`src/rtl/clkbuf_params.svh`:
```
// Holds every offset, field position, reset value and timing count of the clock buffer control.
// Assumes inclusion by bare name from the design file and the bench.
`ifndef CLKBUF_PARAMS_SVH
`define CLKBUF_PARAMS_SVH
// ==========================================================
// Register map (byte addresses on the AHB-Lite slave).
`define REG_MODE_CTRL       12'h000
`define REG_STATUS          12'h004
`define REG_SUPPLY_CTRL     12'h008
// ==========================================================
// Field positions of the mode control register.
`define FLD_FREQ_SEL        0
`define FLD_SW_MODE0        1
`define FLD_SW_MODE1        2
`define FLD_SW_ENABLE       3
`define FLD_LATCH_MODE0     6
`define FLD_LATCH_MODE1     7
`define MODE_CTRL_RESET     8'h06
// ==========================================================
// Serial management addresses selected by the address straps (high strap first).
`define ADDR_LL             8'hd8
`define ADDR_LM             8'hda
`define ADDR_LH             8'hde
`define ADDR_ML             8'hc2
`define ADDR_MM             8'hc4
`define ADDR_MH             8'hc6
`define ADDR_HL             8'hca
`define ADDR_HM             8'hcc
`define ADDR_HH             8'hce
// ==========================================================
// Timing in its own unit and the clock rate.
`define CLK_MHZ             50
`define SETTLE_DELAY_NS     100000
`define LOCK_LIMIT_NS       1800000
`define RESTART_LIMIT_NS    300000
`define STRETCH_LIMIT_NS    10000000
`define CLK_PERIOD_NS       20
`define SETTLE_CYCLES       ((`SETTLE_DELAY_NS + `CLK_PERIOD_NS - 1) / `CLK_PERIOD_NS)
`define LOCK_LIMIT_CYCLES   (`LOCK_LIMIT_NS / `CLK_PERIOD_NS)
`define RESTART_CYCLES      (`RESTART_LIMIT_NS / `CLK_PERIOD_NS)
`define STRETCH_CYCLES      (`STRETCH_LIMIT_NS / `CLK_PERIOD_NS)
`define LOCK_WAIT_CYCLES    64
`endif

```
`src/rtl/clkbuf_pkg.sv`:
```
// Holds the types of the clock buffer control.
// Assumes the parameter header is on the include path.
package clkbuf_pkg;
   // Three-level strap reading.
   typedef enum logic [1:0] {LVL_LOW, LVL_MID, LVL_HIGH} level_t;
   // Power-up sequence states.
   typedef enum logic [1:0] {ST_POWER_OFF, ST_SETTLE, ST_WAIT_CLK, ST_RUNNING} pwr_state_t;
   // PLL operating modes.
   typedef enum logic [1:0] {PLL_LOW_BW, PLL_BYPASS, PLL_HIGH_BW} pll_mode_t;
endpackage

```
`src/rtl/clock_buffer_power_strap_control.sv`:
```
// Holds the power, strap and sequencing control of a twelve-output differential clock buffer.
// Assumes hclk at 50 MHz, an AHB-Lite master, and asynchronous pins that are synchronised here.
`timescale 1ns/1ps
`include "clkbuf_params.svh"

module clock_buffer_power_strap_control
   import clkbuf_pkg::*;
#(
   parameter int NUM_OUTPUTS   = 12,                   // Differential outputs.
   parameter int SETTLE_CYC    = `SETTLE_CYCLES,       // Settle delay after supply detect.
   parameter int LOCK_WAIT     = `LOCK_WAIT_CYCLES,    // Stable link clock edges taken as PLL lock.
   parameter int STRETCH_CYC   = `STRETCH_CYCLES       // Longest hold of a management line.
) (
   input  wire logic                   hclk,
   input  wire logic                   hresetn,
   input  wire logic                   hsel,
   input  wire logic [11:0]            haddr,
   input  wire logic [1:0]             htrans,
   input  wire logic                   hwrite,
   input  wire logic [2:0]             hsize,
   input  wire logic [31:0]            hwdata,
   input  wire logic                   hready,
   output logic      [31:0]            hrdata,
   output logic                        hreadyout,
   output logic                        hresp,
   input  wire logic                   supply_ok,
   input  wire logic                   power_good_in,
   input  wire logic                   ref_clk_in,
   input  wire logic                   freq_select_strap,
   input  wire logic [1:0]             addr_strap_low,
   input  wire logic [1:0]             addr_strap_high,
   input  wire logic [1:0]             pll_bw_strap,
   input  wire logic                   mgmt_clk_in,
   input  wire logic                   mgmt_data_pin_in,
   output logic                        mgmt_data_pin_out,
   output logic                        mgmt_data_pin_oe,
   output logic                        mgmt_clk_oe,
   output logic [NUM_OUTPUTS-1:0]      diff_clk_out_p,
   output logic [NUM_OUTPUTS-1:0]      diff_clk_out_n,
   output logic                        vco_enable,
   output logic                        pll_bypass,
   output logic                        pll_high_bandwidth,
   output logic                        pll_low_bandwidth,
   output logic                        freq_is_100m,
   output logic [7:0]                  mgmt_address
);

   // ==========================================================
   // Elaboration check.
   initial begin
      if (NUM_OUTPUTS < 1 || NUM_OUTPUTS > 32 || SETTLE_CYC < 1 || LOCK_WAIT < 2 || STRETCH_CYC < 1) begin
         $error("clock_buffer_power_strap_control: unsupported parameter value");
      end
   end

   // ==========================================================
   // Functions.

   // Maps a two-bit pin code to a three-level reading; code 2'b11 is high, 2'b01 middle.
   function automatic level_t to_level(input logic [1:0] code);
      level_t lvl;
      lvl = LVL_LOW;
      if (code == 2'h3) begin
         lvl = LVL_HIGH;
      end else if (code == 2'h1 || code == 2'h2) begin
         lvl = LVL_MID;
      end
      return lvl;
   endfunction

   // Decodes the address straps, high strap first.
   function automatic logic [7:0] decode_addr(input level_t hi, input level_t lo);
      logic [7:0] a;
      a = `ADDR_LL;
      case ({hi, lo})
         {LVL_LOW,  LVL_LOW}:  a = `ADDR_LL;
         {LVL_LOW,  LVL_MID}:  a = `ADDR_LM;
         {LVL_LOW,  LVL_HIGH}: a = `ADDR_LH;
         {LVL_MID,  LVL_LOW}:  a = `ADDR_ML;
         {LVL_MID,  LVL_MID}:  a = `ADDR_MM;
         {LVL_MID,  LVL_HIGH}: a = `ADDR_MH;
         {LVL_HIGH, LVL_LOW}:  a = `ADDR_HL;
         {LVL_HIGH, LVL_MID}:  a = `ADDR_HM;
         default:              a = `ADDR_HH;
      endcase
      return a;
   endfunction

   // ==========================================================
   // Synchronisers: three flops, a change counts when the last two agree.
   localparam int NSYNC = 5;
   logic [NSYNC-1:0] async_in;   // Raw asynchronous inputs.
   logic [NSYNC-1:0] sync1;      // First stage, read only by the second.
   logic [NSYNC-1:0] sync2;      // Second stage.
   logic [NSYNC-1:0] sync3;      // Third stage.
   logic [NSYNC-1:0] clean;      // Filtered levels.

   assign async_in = {mgmt_data_pin_in, mgmt_clk_in, ref_clk_in, power_good_in, supply_ok};

   // Shifts the raw pins through three flops.
   always_ff @(posedge hclk or negedge hresetn) begin
      if (!hresetn) begin
         sync1 <= '0;
         sync2 <= '0;
         sync3 <= '0;
      end else begin
         sync1 <= async_in;
         sync2 <= sync1;
         sync3 <= sync2;
      end
   end

   // Updates each filtered level only when stages two and three agree.
   genvar gi;
   generate
      for (gi = 0; gi < NSYNC; gi++) begin : g_filt
         always_ff @(posedge hclk or negedge hresetn) begin
            if (!hresetn) begin
               clean[gi] <= 1'b0;
            end else if (sync2[gi] == sync3[gi]) begin
               clean[gi] <= sync3[gi];
            end
         end
      end
   endgenerate

   logic supply_s;   // Supply detected.
   logic pgood_s;    // Power-good or power-down level.
   logic ref_s;      // Sampled reference clock.
   logic ref_prev;   // Previous reference sample.
   logic ref_rise;   // Reference rising edge.
   logic ref_fall;   // Reference falling edge.
   assign supply_s = clean[0];
   assign pgood_s  = clean[1];
   assign ref_s    = clean[2];
   assign ref_rise = ref_s & ~ref_prev;
   assign ref_fall = ~ref_s & ref_prev;

   // Keeps the last reference sample for edge detection.
   always_ff @(posedge hclk or negedge hresetn) begin
      if (!hresetn) begin
         ref_prev <= 1'b0;
      end else begin
         ref_prev <= ref_s;
      end
   end

   // ==========================================================
   // Strap capture.
   logic       straps_taken;   // Set at the first power-good rise.
   logic       freq_strap;     // Captured frequency strap.
   logic [7:0] addr_latch;     // Captured bus address.
   pll_mode_t  strap_mode;     // Captured PLL mode.

   // Captures the straps once, at the first power-good assertion, until supply is lost.
   always_ff @(posedge hclk or negedge hresetn) begin
      if (!hresetn) begin
         straps_taken <= 1'b0;
         freq_strap   <= 1'b0;
         addr_latch   <= `ADDR_LL;
         strap_mode   <= PLL_LOW_BW;
      end else if (!supply_s) begin
         straps_taken <= 1'b0;
      end else if (pgood_s && !straps_taken) begin
         straps_taken <= 1'b1;
         freq_strap   <= freq_select_strap;
         addr_latch   <= decode_addr(to_level(addr_strap_high), to_level(addr_strap_low));
         case (to_level(pll_bw_strap))
            LVL_LOW: strap_mode <= PLL_LOW_BW;
            LVL_MID: strap_mode <= PLL_BYPASS;
            default: strap_mode <= PLL_HIGH_BW;
         endcase
      end
   end

   // ==========================================================
   // Mode control register: software override bits and readback.
   logic [7:0] mode_ctrl;       // Bits 3:1 written by software.
   logic [1:0] latch_readback;  // Bits 7:6 for the latched mode.
   pll_mode_t  active_mode;     // Mode applied at the last warm reset.
   logic       pgood_prev;      // Previous power-good level.

   always_comb begin
      case (strap_mode)
         PLL_LOW_BW: latch_readback = 2'h0;
         PLL_BYPASS: latch_readback = 2'h1;
         default:    latch_readback = 2'h3;
      endcase
   end

   // Applies strap or software mode on each power-good rise, which is the warm reset.
   always_ff @(posedge hclk or negedge hresetn) begin
      if (!hresetn) begin
         pgood_prev  <= 1'b0;
         active_mode <= PLL_LOW_BW;
      end else begin
         pgood_prev <= pgood_s;
         if (pgood_s && !pgood_prev) begin
            if (straps_taken && mode_ctrl[`FLD_SW_ENABLE]) begin
               case ({mode_ctrl[`FLD_SW_MODE1], mode_ctrl[`FLD_SW_MODE0]})
                  2'h0:    active_mode <= PLL_LOW_BW;
                  2'h1:    active_mode <= PLL_BYPASS;
                  default: active_mode <= PLL_HIGH_BW;
               endcase
            end else if (straps_taken) begin
               active_mode <= strap_mode;
            end else begin
               case (to_level(pll_bw_strap))
                  LVL_LOW: active_mode <= PLL_LOW_BW;
                  LVL_MID: active_mode <= PLL_BYPASS;
                  default: active_mode <= PLL_HIGH_BW;
               endcase
            end
         end
      end
   end

   // Drives the PLL path selection from flops.
   always_ff @(posedge hclk or negedge hresetn) begin
      if (!hresetn) begin
         pll_bypass         <= 1'b0;
         pll_high_bandwidth <= 1'b0;
         pll_low_bandwidth  <= 1'b0;
         freq_is_100m       <= 1'b0;
         mgmt_address       <= `ADDR_LL;
      end else begin
         pll_bypass         <= (active_mode == PLL_BYPASS);
         pll_high_bandwidth <= (active_mode == PLL_HIGH_BW);
         pll_low_bandwidth  <= (active_mode == PLL_LOW_BW);
         freq_is_100m       <= freq_strap;
         mgmt_address       <= addr_latch;
      end
   end

   // ==========================================================
   // Power-up sequence.
   pwr_state_t state;          // Power-up state.
   logic [31:0] seq_count;     // Settle and lock counter.
   logic [1:0]  low_samples;   // Power-down low samples on reference rises.
   logic        outputs_on;    // Output stage enable.
   logic        out_stop;      // Stop request, taken at a falling edge.

   // Steps through power off, settle, wait for clock and release, then run.
   always_ff @(posedge hclk or negedge hresetn) begin
      if (!hresetn) begin
         state     <= ST_POWER_OFF;
         seq_count <= '0;
      end else if (!supply_s) begin
         state     <= ST_POWER_OFF;
         seq_count <= '0;
      end else begin
         case (state)
            ST_POWER_OFF: begin
               state     <= ST_SETTLE;
               seq_count <= '0;
            end
            ST_SETTLE: begin
               if (seq_count >= 32'(SETTLE_CYC - 1)) begin
                  state     <= ST_WAIT_CLK;
                  seq_count <= '0;
               end else begin
                  seq_count <= seq_count + 32'h1;
               end
            end
            ST_WAIT_CLK: begin
               // Counts reference edges as lock; a dead clock never locks.
               if (!pgood_s) begin
                  seq_count <= '0;
               end else if (ref_rise) begin
                  if (seq_count >= 32'(LOCK_WAIT - 1)) begin
                     state     <= ST_RUNNING;
                     seq_count <= '0;
                  end else begin
                     seq_count <= seq_count + 32'h1;
                  end
               end
            end
            default: begin
               // Returns to wait for clock only after the outputs have been stopped.
               if (!pgood_s && !outputs_on) begin
                  state     <= ST_WAIT_CLK;
                  seq_count <= '0;
               end
            end
         endcase
      end
   end

   // Counts power-down low samples on reference rising edges.
   always_ff @(posedge hclk or negedge hresetn) begin
      if (!hresetn) begin
         low_samples <= '0;
         out_stop    <= 1'b1;
      end else begin
         if (pgood_s) begin
            low_samples <= '0;
            out_stop    <= 1'b0;
         end else if (ref_rise && low_samples != 2'h2) begin
            low_samples <= low_samples + 2'h1;
         end
         if (!pgood_s && ref_rise && low_samples == 2'h1) begin
            out_stop <= 1'b1;
         end
      end
   end

   // Switches the output stage on a reference falling edge, leaving a one-cycle runt on the n legs at turn-off; clears it at once in power off and settle.
   always_ff @(posedge hclk or negedge hresetn) begin
      if (!hresetn) begin
         outputs_on <= 1'b0;
      end else if (state != ST_RUNNING && state != ST_WAIT_CLK) begin
         outputs_on <= 1'b0;
      end else if (ref_fall) begin
         outputs_on <= (state == ST_RUNNING) && !out_stop;
      end
   end

   // Keeps the VCO running until the legs have been low a full cycle; starts it after strap capture.
   always_ff @(posedge hclk or negedge hresetn) begin
      if (!hresetn) begin
         vco_enable <= 1'b0;
      end else begin
         vco_enable <= (state == ST_WAIT_CLK && pgood_s && straps_taken) || state == ST_RUNNING
                       || outputs_on || (diff_clk_out_p | diff_clk_out_n) != '0;
      end
   end

   // Drives the differential legs; disabled legs are both low.
   always_ff @(posedge hclk or negedge hresetn) begin
      if (!hresetn) begin
         diff_clk_out_p <= '0;
         diff_clk_out_n <= '0;
      end else if (outputs_on) begin
         diff_clk_out_p <= {NUM_OUTPUTS{ref_s}};
         diff_clk_out_n <= {NUM_OUTPUTS{~ref_s}};
      end else begin
         diff_clk_out_p <= '0;
         diff_clk_out_n <= '0;
      end
   end

   // ==========================================================
   // Management pins: this block never drives them low, so it never stretches.
   logic [31:0] hold_count;   // Watchdog on any local hold of a line.
   logic        hold_req;     // No transfer logic here, so no hold is requested.
   assign hold_req = 1'b0;

   // Releases the lines after the stretch limit even if a hold were requested.
   always_ff @(posedge hclk or negedge hresetn) begin
      if (!hresetn) begin
         hold_count <= '0;
      end else if (hold_req && hold_count < 32'(STRETCH_CYC)) begin
         hold_count <= hold_count + 32'h1;
      end else if (!hold_req) begin
         hold_count <= '0;
      end
   end

   // Keeps the lines released while powered down.
   assign mgmt_data_pin_out = 1'b0;
   assign mgmt_data_pin_oe  = hold_req && pgood_s && (hold_count < 32'(STRETCH_CYC));
   assign mgmt_clk_oe       = 1'b0;

   // ==========================================================
   // AHB-Lite slave: zero wait states, OKAY response.
   logic        dp_valid;   // Data phase pending.
   logic        dp_write;   // Pending transfer writes.
   logic [11:0] dp_addr;    // Pending address.

   assign hreadyout = 1'b1;
   assign hresp     = 1'b0;

   // Registers the address phase.
   always_ff @(posedge hclk or negedge hresetn) begin
      if (!hresetn) begin
         dp_valid <= 1'b0;
         dp_write <= 1'b0;
         dp_addr  <= '0;
      end else if (hready) begin
         dp_valid <= hsel && htrans[1];
         dp_write <= hwrite;
         dp_addr  <= haddr;
      end
   end

   // Stores software writes; only bits 3:1 are writable, kept through power-down.
   always_ff @(posedge hclk or negedge hresetn) begin
      if (!hresetn) begin
         mode_ctrl <= `MODE_CTRL_RESET;
      end else if (dp_valid && dp_write && dp_addr == `REG_MODE_CTRL) begin
         mode_ctrl <= {4'h0, hwdata[3:1], 1'b0};
      end
   end

   // Returns read data in the cycle after the address phase.
   always_ff @(posedge hclk or negedge hresetn) begin
      if (!hresetn) begin
         hrdata <= '0;
      end else if (hready && hsel && htrans[1] && !hwrite) begin
         if (haddr == `REG_MODE_CTRL) begin
            hrdata <= {24'h0, latch_readback, 2'h0, mode_ctrl[3:1], freq_strap};
         end else if (haddr == `REG_STATUS) begin
            hrdata <= {16'h0, mgmt_address, 2'h0, straps_taken, outputs_on, vco_enable,
                       pgood_s, state};
         end else begin
            hrdata <= '0;
         end
      end
   end

endmodule

```
`config.mk`:
```
export PLATFORM = sky130hd
export DESIGN_NAME = clock_buffer_power_strap_control
export DESIGN_NICKNAME = d
export VERILOG_FILES = /design/src/rtl/clkbuf_pkg.sv /design/src/rtl/clock_buffer_power_strap_control.sv
export VERILOG_INCLUDE_DIRS = /design/src /design/src/rtl
export SDC_FILE = /design/constraint.sdc
export NUM_CORES = 1
export LEC_CHECK = 0
export ABC_CLOCK_PERIOD_IN_PS = 3000
export BUFFER_PORTS_ARGS = -buffer_cell sky130_fd_sc_hd__buf_2
export CORE_ASPECT_RATIO = 2
export CORE_MARGIN = 4
export CORE_UTILIZATION = 35
export DETAILED_ROUTE_END_ITERATION = 10
export SYNTH_ARGS = -nofsm -noshare
export SYNTH_HDL_FRONTEND = slang
export SYNTH_SLANG_ARGS = --single-unit
```
`constraint.sdc`:
```
create_clock -name hclk -period 3 [get_ports hclk]
set_input_delay 0.3 -clock hclk [delete_from_list [all_inputs] [get_ports hclk]]
set_output_delay 0.3 -clock hclk [all_outputs]
set_load 0.01 [all_outputs]
```
-- Word level (Yosys, flattened, before mapping)
Memory sizes are Yosys's and may differ from the RTL's. A register that Yosys moved wholly into a read port is not among the register bits.
Index checks and enable logic that the tools add are counted.
- flip-flop bits (word level): 152
- latch bits: 0
- RAM bits: 0
- bits in read-only memories: 64
- input bits: 66
- memories kept: 1
- add/subtract/negate cells: 2
- $mul: 0
- divide/modulo/power cells: 0
- magnitude comparators: 2
- equal/unequal tests: 33
- shift-type cells: 0
- mux-type cells: 47
- bitwise operators: 5
- reductions and logical operators: 45
- memories (memory ; words ; width ; rd ports ; clocked after Yosys merged registers in ; wr ports ; line ; text):
    (name not given) ; 16 ; 4 ; 1 ; 1 ; 0 ; clock_buffer_power_strap_control.sv:75 ; case ({hi, lo})
- operators by type and width (kind ; count):
    2-to-1 mux 32 bit ; 6
    case mux 32 bit (3 select lines) ; 1
    2-to-1 mux 2 bit ; 22
    adder 32 x 1 -> 32 bit (second input constant) ; 1
    greater-or-equal comparator 32 x 13 -> 1 bit (second input constant) ; 1
    greater-or-equal comparator 32 x 6 -> 1 bit (second input constant) ; 1
    2-to-1 mux 16 bit ; 2
    logical NOT 12 bit ; 2
    2-to-1 mux 12 bit ; 2
    == test 2 x 1 -> 1 bit (second input constant) ; 10
    == test 2 bit (second input constant) ; 9
    logical AND 1 bit ; 17
    case mux 2 bit (2 select lines) ; 4
    == test 12 x 3 -> 1 bit (second input constant) ; 1
    logical NOT 2 bit ; 6
    != test 3 bit (second input constant) ; 4
    OR 12 bit ; 1
    nonzero test 12 bit ; 1
    2-to-1 mux 1 bit ; 9
    logical NOT 1 bit ; 7
    logical OR 1 bit ; 6
    != test 2 bit (second input constant) ; 3
    case mux 2 bit (3 select lines) ; 1
    nonzero test 2 bit ; 3
    9 further kinds ; 14

-- Longest topological paths before layout
Gate-level depths: netlist (run 1).
- word-level depth: 11
- mapped depth: 9

-- Worst setup path before layout (run 1)
No wires, ideal clock.
- path kind: flip-flop to flip-flop
- from: reg state[0]
- to: reg seq_count[30]
- arrival: 2041 ps
- data required time: 2879 ps
- path slack: 838 ps
- stages on the path, launching flop included: 9
- path buffers: 0
- cell sequence: dfrtp_1 > inv_1 > ha_1 > or4b_4 > o32ai_4 > and4bb_4 > and4_4 > a31oi_1 > nor2_1
- longest elaborated chain between the ends: 3
- elaborated cells between the ends (all ways): 8
- those cells by class: eq/ne (4); mux (2); reduce/logical (2)
- RTL lines (item ; line ; text):
    start, declared ; clock_buffer_power_strap_control.sv:237 ; pwr_state_t state;
    start signal, assigned ; clock_buffer_power_strap_control.sv:246 ; state <= ST_POWER_OFF;
    start signal, assigned ; clock_buffer_power_strap_control.sv:249 ; state <= ST_POWER_OFF;
    start signal, assigned ; clock_buffer_power_strap_control.sv:254 ; state <= ST_SETTLE;
    == test 2 bit, or another cell as far along ; clock_buffer_power_strap_control.sv:252 ; case (state)
    != test 5 x 1 -> 1 bit (no source line), or another cell as far along ; - ;
    AND reduction 2 bit (no source line) / 2-to-1 mux 32 bit (equally long branches) ; - ;
    end signal, assigned ; clock_buffer_power_strap_control.sv:262 ; seq_count <= seq_count + 32'h1;
    end signal, assigned ; clock_buffer_power_strap_control.sv:274 ; seq_count <= seq_count + 32'h1;
    end, declared ; clock_buffer_power_strap_control.sv:238 ; logic [31:0] seq_count;
Several ways; a longest one is shown, not always the timed one.
A chain may end at the register's enable or synchronous reset.

-- Final worst setup path (run 1)
- from: reg state[0]
- to: reg seq_count[25]
The elaborated chain is that of the path after synthesis.

==> results.py, run 1 <==
metrics = {
    "status": {
        "status": "finished, final reports clean",
    },
    "place": {
        "place_hpwl_um": 7840,
        "place.gp.congestion": 0.781,
        "io_buffers": 77,
        "place_ws_ps": 578,
        "dp_cells": 646,
    },
    "timing": {
        "fmax_ghz": 0.417,
        "whs_ps": 53.0,
        "period_needed_ps": 2400,
        "slew_headroom_pct": 58.8,
        "setup_tns_ps": 0,
        "slew_viol_final": 0,
        "rsz0062_at_grt": "no",
        "skew_ps": 15.1,
        "hold_viol": 0,
        "setup_slack_ps": 601,
        "tightest_slew_ps": 618,
        "period_share_pct": 80.0,
        "setup_viol": 0,
    },
    "cells_and_area": {
        "final-instance-count-excl-fill": 663,
        "area_delta_synth_final_pct": 13.2,
        "nNetsFinal": 581,
        "fill_cells": 1314,
        "utilization_pct": 40.6,
        "drive_gt1_share_pct": 26.0,
        "diodes": 0,
    },
    "cts": {
        "ctsHoldBuffers": 1,
        "postCtsSetupRepairBufs": 0,
        "tritoncts": "built",
        "clock-root-buffer": "clkbuf_16",
        "cts_buffer_depth": 2,
        "cts_made_buffers": 9,
        "clkSlewWorstSetupHoldPaths_ps": 70,
        "h-tree-depth": 3,
        "clk_latency_ps": 360,
        "post_cts_resized": 0,
        "cts_sinks": 103,
    },
    "setup_path": {
        "path_max_fanout": 13,
        "crit_type": "reg2reg",
        "cp-end-kind": "register",
        "cp-start-kind": "register",
        "crit_required_ps": 3240,
        "crit_arrival_ps": 2640,
    },
    "logic_synthesis": {
        "synth-seq-cells": 103,
        "ys_types": 49,
        "synth_edf_count": 0,
        "yosysSeqAreaShare_pct": 53.3,
        "syn_area_per_cell_um2": 10.9,
        "synth_flop_cell": "dfrtp_1",
        "synth_cells": 444,
        "yosys_warnings": 0,
        "synth_area_leaders": "dfrtp_1, buf_4, mux2_2",
        "syn_area_um2": 4850,
        "synthArstFlopShare_pct": 100,
        "yosysTopAreaCell": "dfrtp_1",
        "synth_top_area_share_pct": 49.5,
    },
    "floorplan": {
        "rows": 60,
        "coreArea_um2": 13500,
        "die_area_um2": 15900,
        "initial_core_util_pct": 35.9,
        "die_h_um": 174,
        "ios": 140,
        "die_w_um": 91.2,
    },
    "detailed_routing": {
        "postRouteAntennaNets": 0,
        "num_vias": 3290,
        "drt_iter0_markers": 111,
        "firstDrtPassIters": 4,
        "routed_wl_um": 10200,
        "drc": 0,
        "viasPerCell": 4.96,
        "wire_per_inst_um": 15.4,
    },
    "grt": {
        "grtUsageMet2_pct": 26.5,
        "antenna_found_initial": 0,
        "grt_usage_pct": 13.4,
        "grt_pass1_vias": 3464,
        "grt_max_degree": 57,
        "grtUsageMet1_pct": 12.7,
        "grt.met3_usage_pct": 2.99,
        "grt-ovfl-total": 0,
        "grt_pass1_wl_um": 17000,
        "busiest_layer": "met2",
    },
    "power_and_ir_drop": {
        "p_leak_nw": 2.69,
        "vdd.ir_drop.worst_mv": 0.344,
        "pwr_density_cell_nw_per_um2": 613,
    },
    "run": {
        "drv_cap": 0,
    },
    "worst_hold_path": {
        "hp-class": "in2reg",
    },
}
-- worst paths after layout --
check | startpoint | endpoint | slack, ps | depth (start not counted)
worst max-delay path | state[0] | seq_count[25] | 600 | 8
min in group asynchronous | hresetn | dp_write | 480 | 2
worst max register to register | state[0] | seq_count[25] | 600 | 8
max in group asynchronous | hresetn | addr_latch[3] | 1760 | 3
worst min register to register | addr_latch[3] | mgmt_address[3] | 350 | 0
worst min-delay path | ref_clk_in | sync1[2] | 50 | 1
-- kinds of logic after synthesis --
| family | synth area share (%) |
|---|---|
| fa+ha+maj | 3.72 |
| other cells | 0.155 |
| mux | 6.11 |
| flops | 53.3 |
| xor+xnor | 1.81 |
| buf+inv | 10.0 |
| compound gates | 9.42 |
| simple gates | 15.5 |
-- layout make-up --
type / count / area, um^2 / share of cell area [%]
clock buffers: 9 / 225 / 4.10
clock inverters: 7 / 98.8 / 1.80
inverters: 16 / 60.1 / 1.09
multi-input cells: 289 / 1870 / 34.1
flip-flops and latches: 103 / 2590 / 47.1
well taps: 155 / 194 / 3.53
repair buffers: 84 / 455 / 8.29
-- per-stage QoR --
stage               power (mW)  instance area, um^2
finish                    3.37                 5490
global route              3.57                 5490
CTS                       3.42                 5490
detailed placement        2.20                 5160
global placement          2.17                 5160
floorplan                 2.02                 4940
-- layout by cell type (no fill, tap or decap), types with 2 or more instances in the layout --
cell type	count
a31oi_1	3
inv_1	16
nor2_1	40
nor3_1	5
o221ai_1	2
buf_2	76
nor2b_1	14
and4_1	3
nand4_1	5
xor2_1	4
nor4_1	13
and3_1	9
nand3_1	7
clkinv_8	3
mux2i_1	6
inv_8	3
mux2_2	21
clkbuf_16	9
and2_1	6
a22o_1	17
buf_4	6
nand3b_1	3
o21ai_0	28
a21oi_1	4
maj3_1	3
nand2_1	32
xnor2_1	6
ha_1	12
dfstp_2	7
conb_1	27
dfrtp_1	96
-- synth_stat cells, types with 2 or more instances --
cell type,number
a21oi_1,4
dfrtp_1,96
nor3_1,5
nor2_1,40
nor4_1,13
xnor2_1,6
clkbuf_1,4
nand3_1,7
o21ai_0,28
buf_1,2
and4_1,3
inv_1,16
and2_1,6
mux2_2,21
buf_4,51
buf_2,4
nand2_1,32
nor2b_1,14
o221ai_1,2
nand4_1,5
dfstp_2,7
mux2i_1,6
and3_1,9
xor2_1,4
ha_1,12
conb_1,2
a31oi_1,3
nand3b_1,3
maj3_1,3
a22o_1,17
-- per-layer routing --
layer / vias up / part of all wire (%)
met5: - / 0
met4: 0 / 2.4
met3: 16 / 4.1
met2: 73 / 59
met1: 1609 / 35
li1: 1592 / -
-- state kept, by name, indices dropped and copies added (netlist names), 2 cells and up --
signal and flops:
mgmt_address 4, strap_mode 2, sync2 3, hrdata 13
low_samples 2, dp_addr 12, active_mode 2, seq_count 32
sync3 3, addr_latch 4, state 2, mode_ctrl 3
sync1 3
-- critical path: stages, from the launching register on --
cell	delay [ps]
dfrtp_1	420
inv_1	100
ha_1	270
or4b_4	590
o32a_1	340
nand4_1	270
nor3_1	100
xnor2_1	150
nor2_1	50
-- power breakdown --
| part | leakage, nW | internal (mW) | total [mW] | switching [mW] |
|---|---|---|---|---|
| Combinational | 1.21 | 0.215 | 0.529 | 0.314 |
| Clock | 0.157 | 0.613 | 1.21 | 0.594 |
| Sequential | 1.32 | 1.53 | 1.63 | 0.0970 |
| Total | 2.69 | 2.36 | 3.37 | 1.01 |
No activity file was read; power rests on OpenSTA's default activity.
==> inputs of run 2 (changes only) <==
--- a/config.mk
+++ b/config.mk
@@ -6,7 +6,7 @@
 export SDC_FILE = /design/constraint.sdc
 export NUM_CORES = 1
 export LEC_CHECK = 0
-export ABC_CLOCK_PERIOD_IN_PS = 3000
+export ABC_CLOCK_PERIOD_IN_PS = 2000
 export BUFFER_PORTS_ARGS = -buffer_cell sky130_fd_sc_hd__buf_2
 export CORE_ASPECT_RATIO = 2
 export CORE_MARGIN = 4
==> constraint.sdc (replaced) <==
create_clock -name hclk -period 2 [get_ports hclk]
set_input_delay 0.2 -clock hclk [delete_from_list [all_inputs] [get_ports hclk]]
set_output_delay 0.2 -clock hclk [all_outputs]
set_load 0.01 [all_outputs]
==> results.py, run 2 (synthesized netlist as in run 1, its figures left out) <==
metrics = {
    "status": {
        "status": "complete, but fails checks",
        "violations": "negative setup slack",
    },
    "cells_and_area": {
        "diodes": 0,
        "mostFrequentLayoutCells": "dfrtp_1, buf_2, buf_4, nor2_1, nand2_1",
        "nNetsFinal": 622,
        "drive_gt1_share_pct": 36.2,
        "reg_top3": "seq_count (32), hrdata (13), dp_addr (12)",
        "largest_register": "seq_count",
        "final_area_um2": 6000,
        "largest_reg_flops": 32,
        "fill_cells": 1311,
        "final-instance-count-excl-fill": 704,
        "final_common_cell": "dfrtp_1",
        "area_delta_synth_final_pct": 23.6,
    },
    "setup_path": {
        "cp-start-kind": "register",
        "r2r-start": "state[0]",
        "reg2reg_slack_ps": -120,
        "crit_required_ps": 2230,
        "worst_r2r_endpoint": "seq_count[30]",
        "path_max_fanout": 3,
        "cp-end-kind": "register",
        "crit_arrival_ps": 2350,
        "r2r_cells": 8,
        "crit_type": "reg2reg",
    },
    "grt": {
        "antenna_found_initial": 0,
        "grt_usage_pct": 13.7,
        "grt-ovfl-total": 0,
        "grt_max_degree": 50,
        "grt_pass1_vias": 3707,
        "grt_pass1_wl_um": 17500,
    },
    "floorplan": {
        "die_h_um": 174,
        "coreArea_um2": 13500,
        "die_area_um2": 15900,
        "die_w_um": 91.2,
        "rows": 60,
        "initial_core_util_pct": 35.9,
        "ios": 140,
    },
    "place": {
        "dp_cells": 671,
        "place_hpwl_um": 7930,
        "post_dp_cell_area_um2": 5380,
        "io_buffers": 77,
        "place.gp.congestion": 0.784,
    },
    "detailed_routing": {
        "num_vias": 3518,
        "drc": 0,
        "drt_iter0_markers": 77,
        "viasPerCell": 5.00,
        "wire_per_inst_um": 15.4,
        "routed_wl_um": 10900,
        "firstDrtPassIters": 4,
        "postRouteAntennaNets": 0,
    },
    "cts": {
        "h-tree-depth": 3,
        "cts_buffer_depth": 2,
        "clock-root-buffer": "clkbuf_16",
        "tritoncts": "built",
        "clkSlewWorstSetupHoldPaths_ps": 70,
        "cts_sinks": 103,
        "clk_latency_ps": 340,
        "cts_made_buffers": 9,
    },
    "timing": {
        "setup_slack_ps": -121,
        "fmax_ghz": 0.471,
        "hold_viol": 0,
        "slew_headroom_pct": 62.7,
        "period_needed_ps": 2120,
        "skew_ps": 6.12,
        "rsz0062_at_grt": "yes",
        "period_share_pct": 106,
        "slew_viol_final": 0,
        "tightest_slew_ps": 554,
        "setup_tns_ps": -817,
        "setup_viol": 20,
    },
    "power_and_ir_drop": {
        "finalPower_mw": 5.47,
        "p_leak_nw": 2.92,
        "switching_share_pct": 27.3,
        "p_int_mw": 3.98,
        "pwr-share-seq_pct": 44.6,
        "switchingPower_mw": 1.49,
        "pwr-share-comb_pct": 21.8,
        "pwr-share-clk_pct": 33.7,
        "vdd.ir_drop.worst_mv": 0.424,
        "pwr_density_cell_nw_per_um2": 913,
    },
    "worst_hold_path": {
        "hp-class": "in2reg",
        "min-delay-start": "freq_select_strap",
        "hold-path-cell-count": 2,
        "holdPathEnd": "freq_strap",
    },
    "run": {
        "drv_cap": 0,
    },
}
## run 2: cell count changes in the layout (fill, tap and decap cells not counted), moves of 4 or more
| cell | before | now |
|---|---|---|
| buf_4 | 6 | 36 |
| buf_6 | 0 | 5 |
| ha_1 | 12 | 8 |
| nor2_1 | 40 | 35 |
| nor2_2 | 0 | 4 |
| nor2b_1 | 14 | 10 |
| nor4_1 | 13 | 9 |
| nor4_2 | 0 | 4 |
## run 2: timing repair
item,in CTS,in global routing
pin swaps,4,19
resized for setup,6,31
hold endpoints to repair,31,0
setup endpoints to repair,23,31
buffers inserted,4,6
hold buffers,4,0
gates cloned,0,3
## run 2: layout make-up
class	count	area, um^2	share of cell area (%)
Multi-Input combinational cell	289	2020	33.7
Tap cell	155	194	3.23
Inverter	16	60.1	1.00
Sequential cell	103	2590	43.2
Clock inverter	5	81.3	1.36
Timing Repair Buffer	125	817	13.6
Clock buffer	11	233	3.88
## run 2: worst max path at each step
stage                         from       endpoint  slack (ps)  depth (start not counted)
final                     state[0]  seq_count[30]        -120                          8
after global routing      state[1]  seq_count[30]        -190                          8
after CTS                 state[1]  seq_count[20]         -60                          8
after detailed placement  state[0]  seq_count[16]        -110                         10
after global placement    state[0]  seq_count[30]         -90                          8
after floorplan           state[0]  seq_count[30]         -80                          8
## run 2: critical path: stages (launching register included)
cell      delay, ps
dfrtp_1         400
inv_2            80
ha_4            170
or4b_4          560
o32ai_4         160
and4bb_4        250
and4_4          180
a31oi_1         140
nor2_1           60
## run 2: per-layer routing
layer,track usage [%],part of all wire (%),vias up,wire length (um)
met5,0,0,-,0
met4,7.37,3.5,0,381
met3,3.20,3.9,26,422
met2,26.2,58,102,6340
met1,13.1,34,1716,3710
li1,-,-,1674,-
## run 2: metrics by stage
stage	utilization (%)	hold slack, ps	setup WS (ps)
after floorplan	-	-95.6	-82.5
after global placement	39.8	165	-91.7
after detailed placement	39.8	172	-112
after CTS	42.8	76.2	-59.4
after global routing	44.4	78.9	-188
final	44.4	91.3	-121
## run 2: power groups by stage
stage,combinational (mW),clock [mW],sequential [mW]
after floorplan,0.571,0,2.48
after global placement,0.924,0,2.47
after detailed placement,0.959,0,2.49
after CTS,1.02,1.91,2.44
after global routing,1.32,1.99,2.46
final,1.19,1.84,2.44
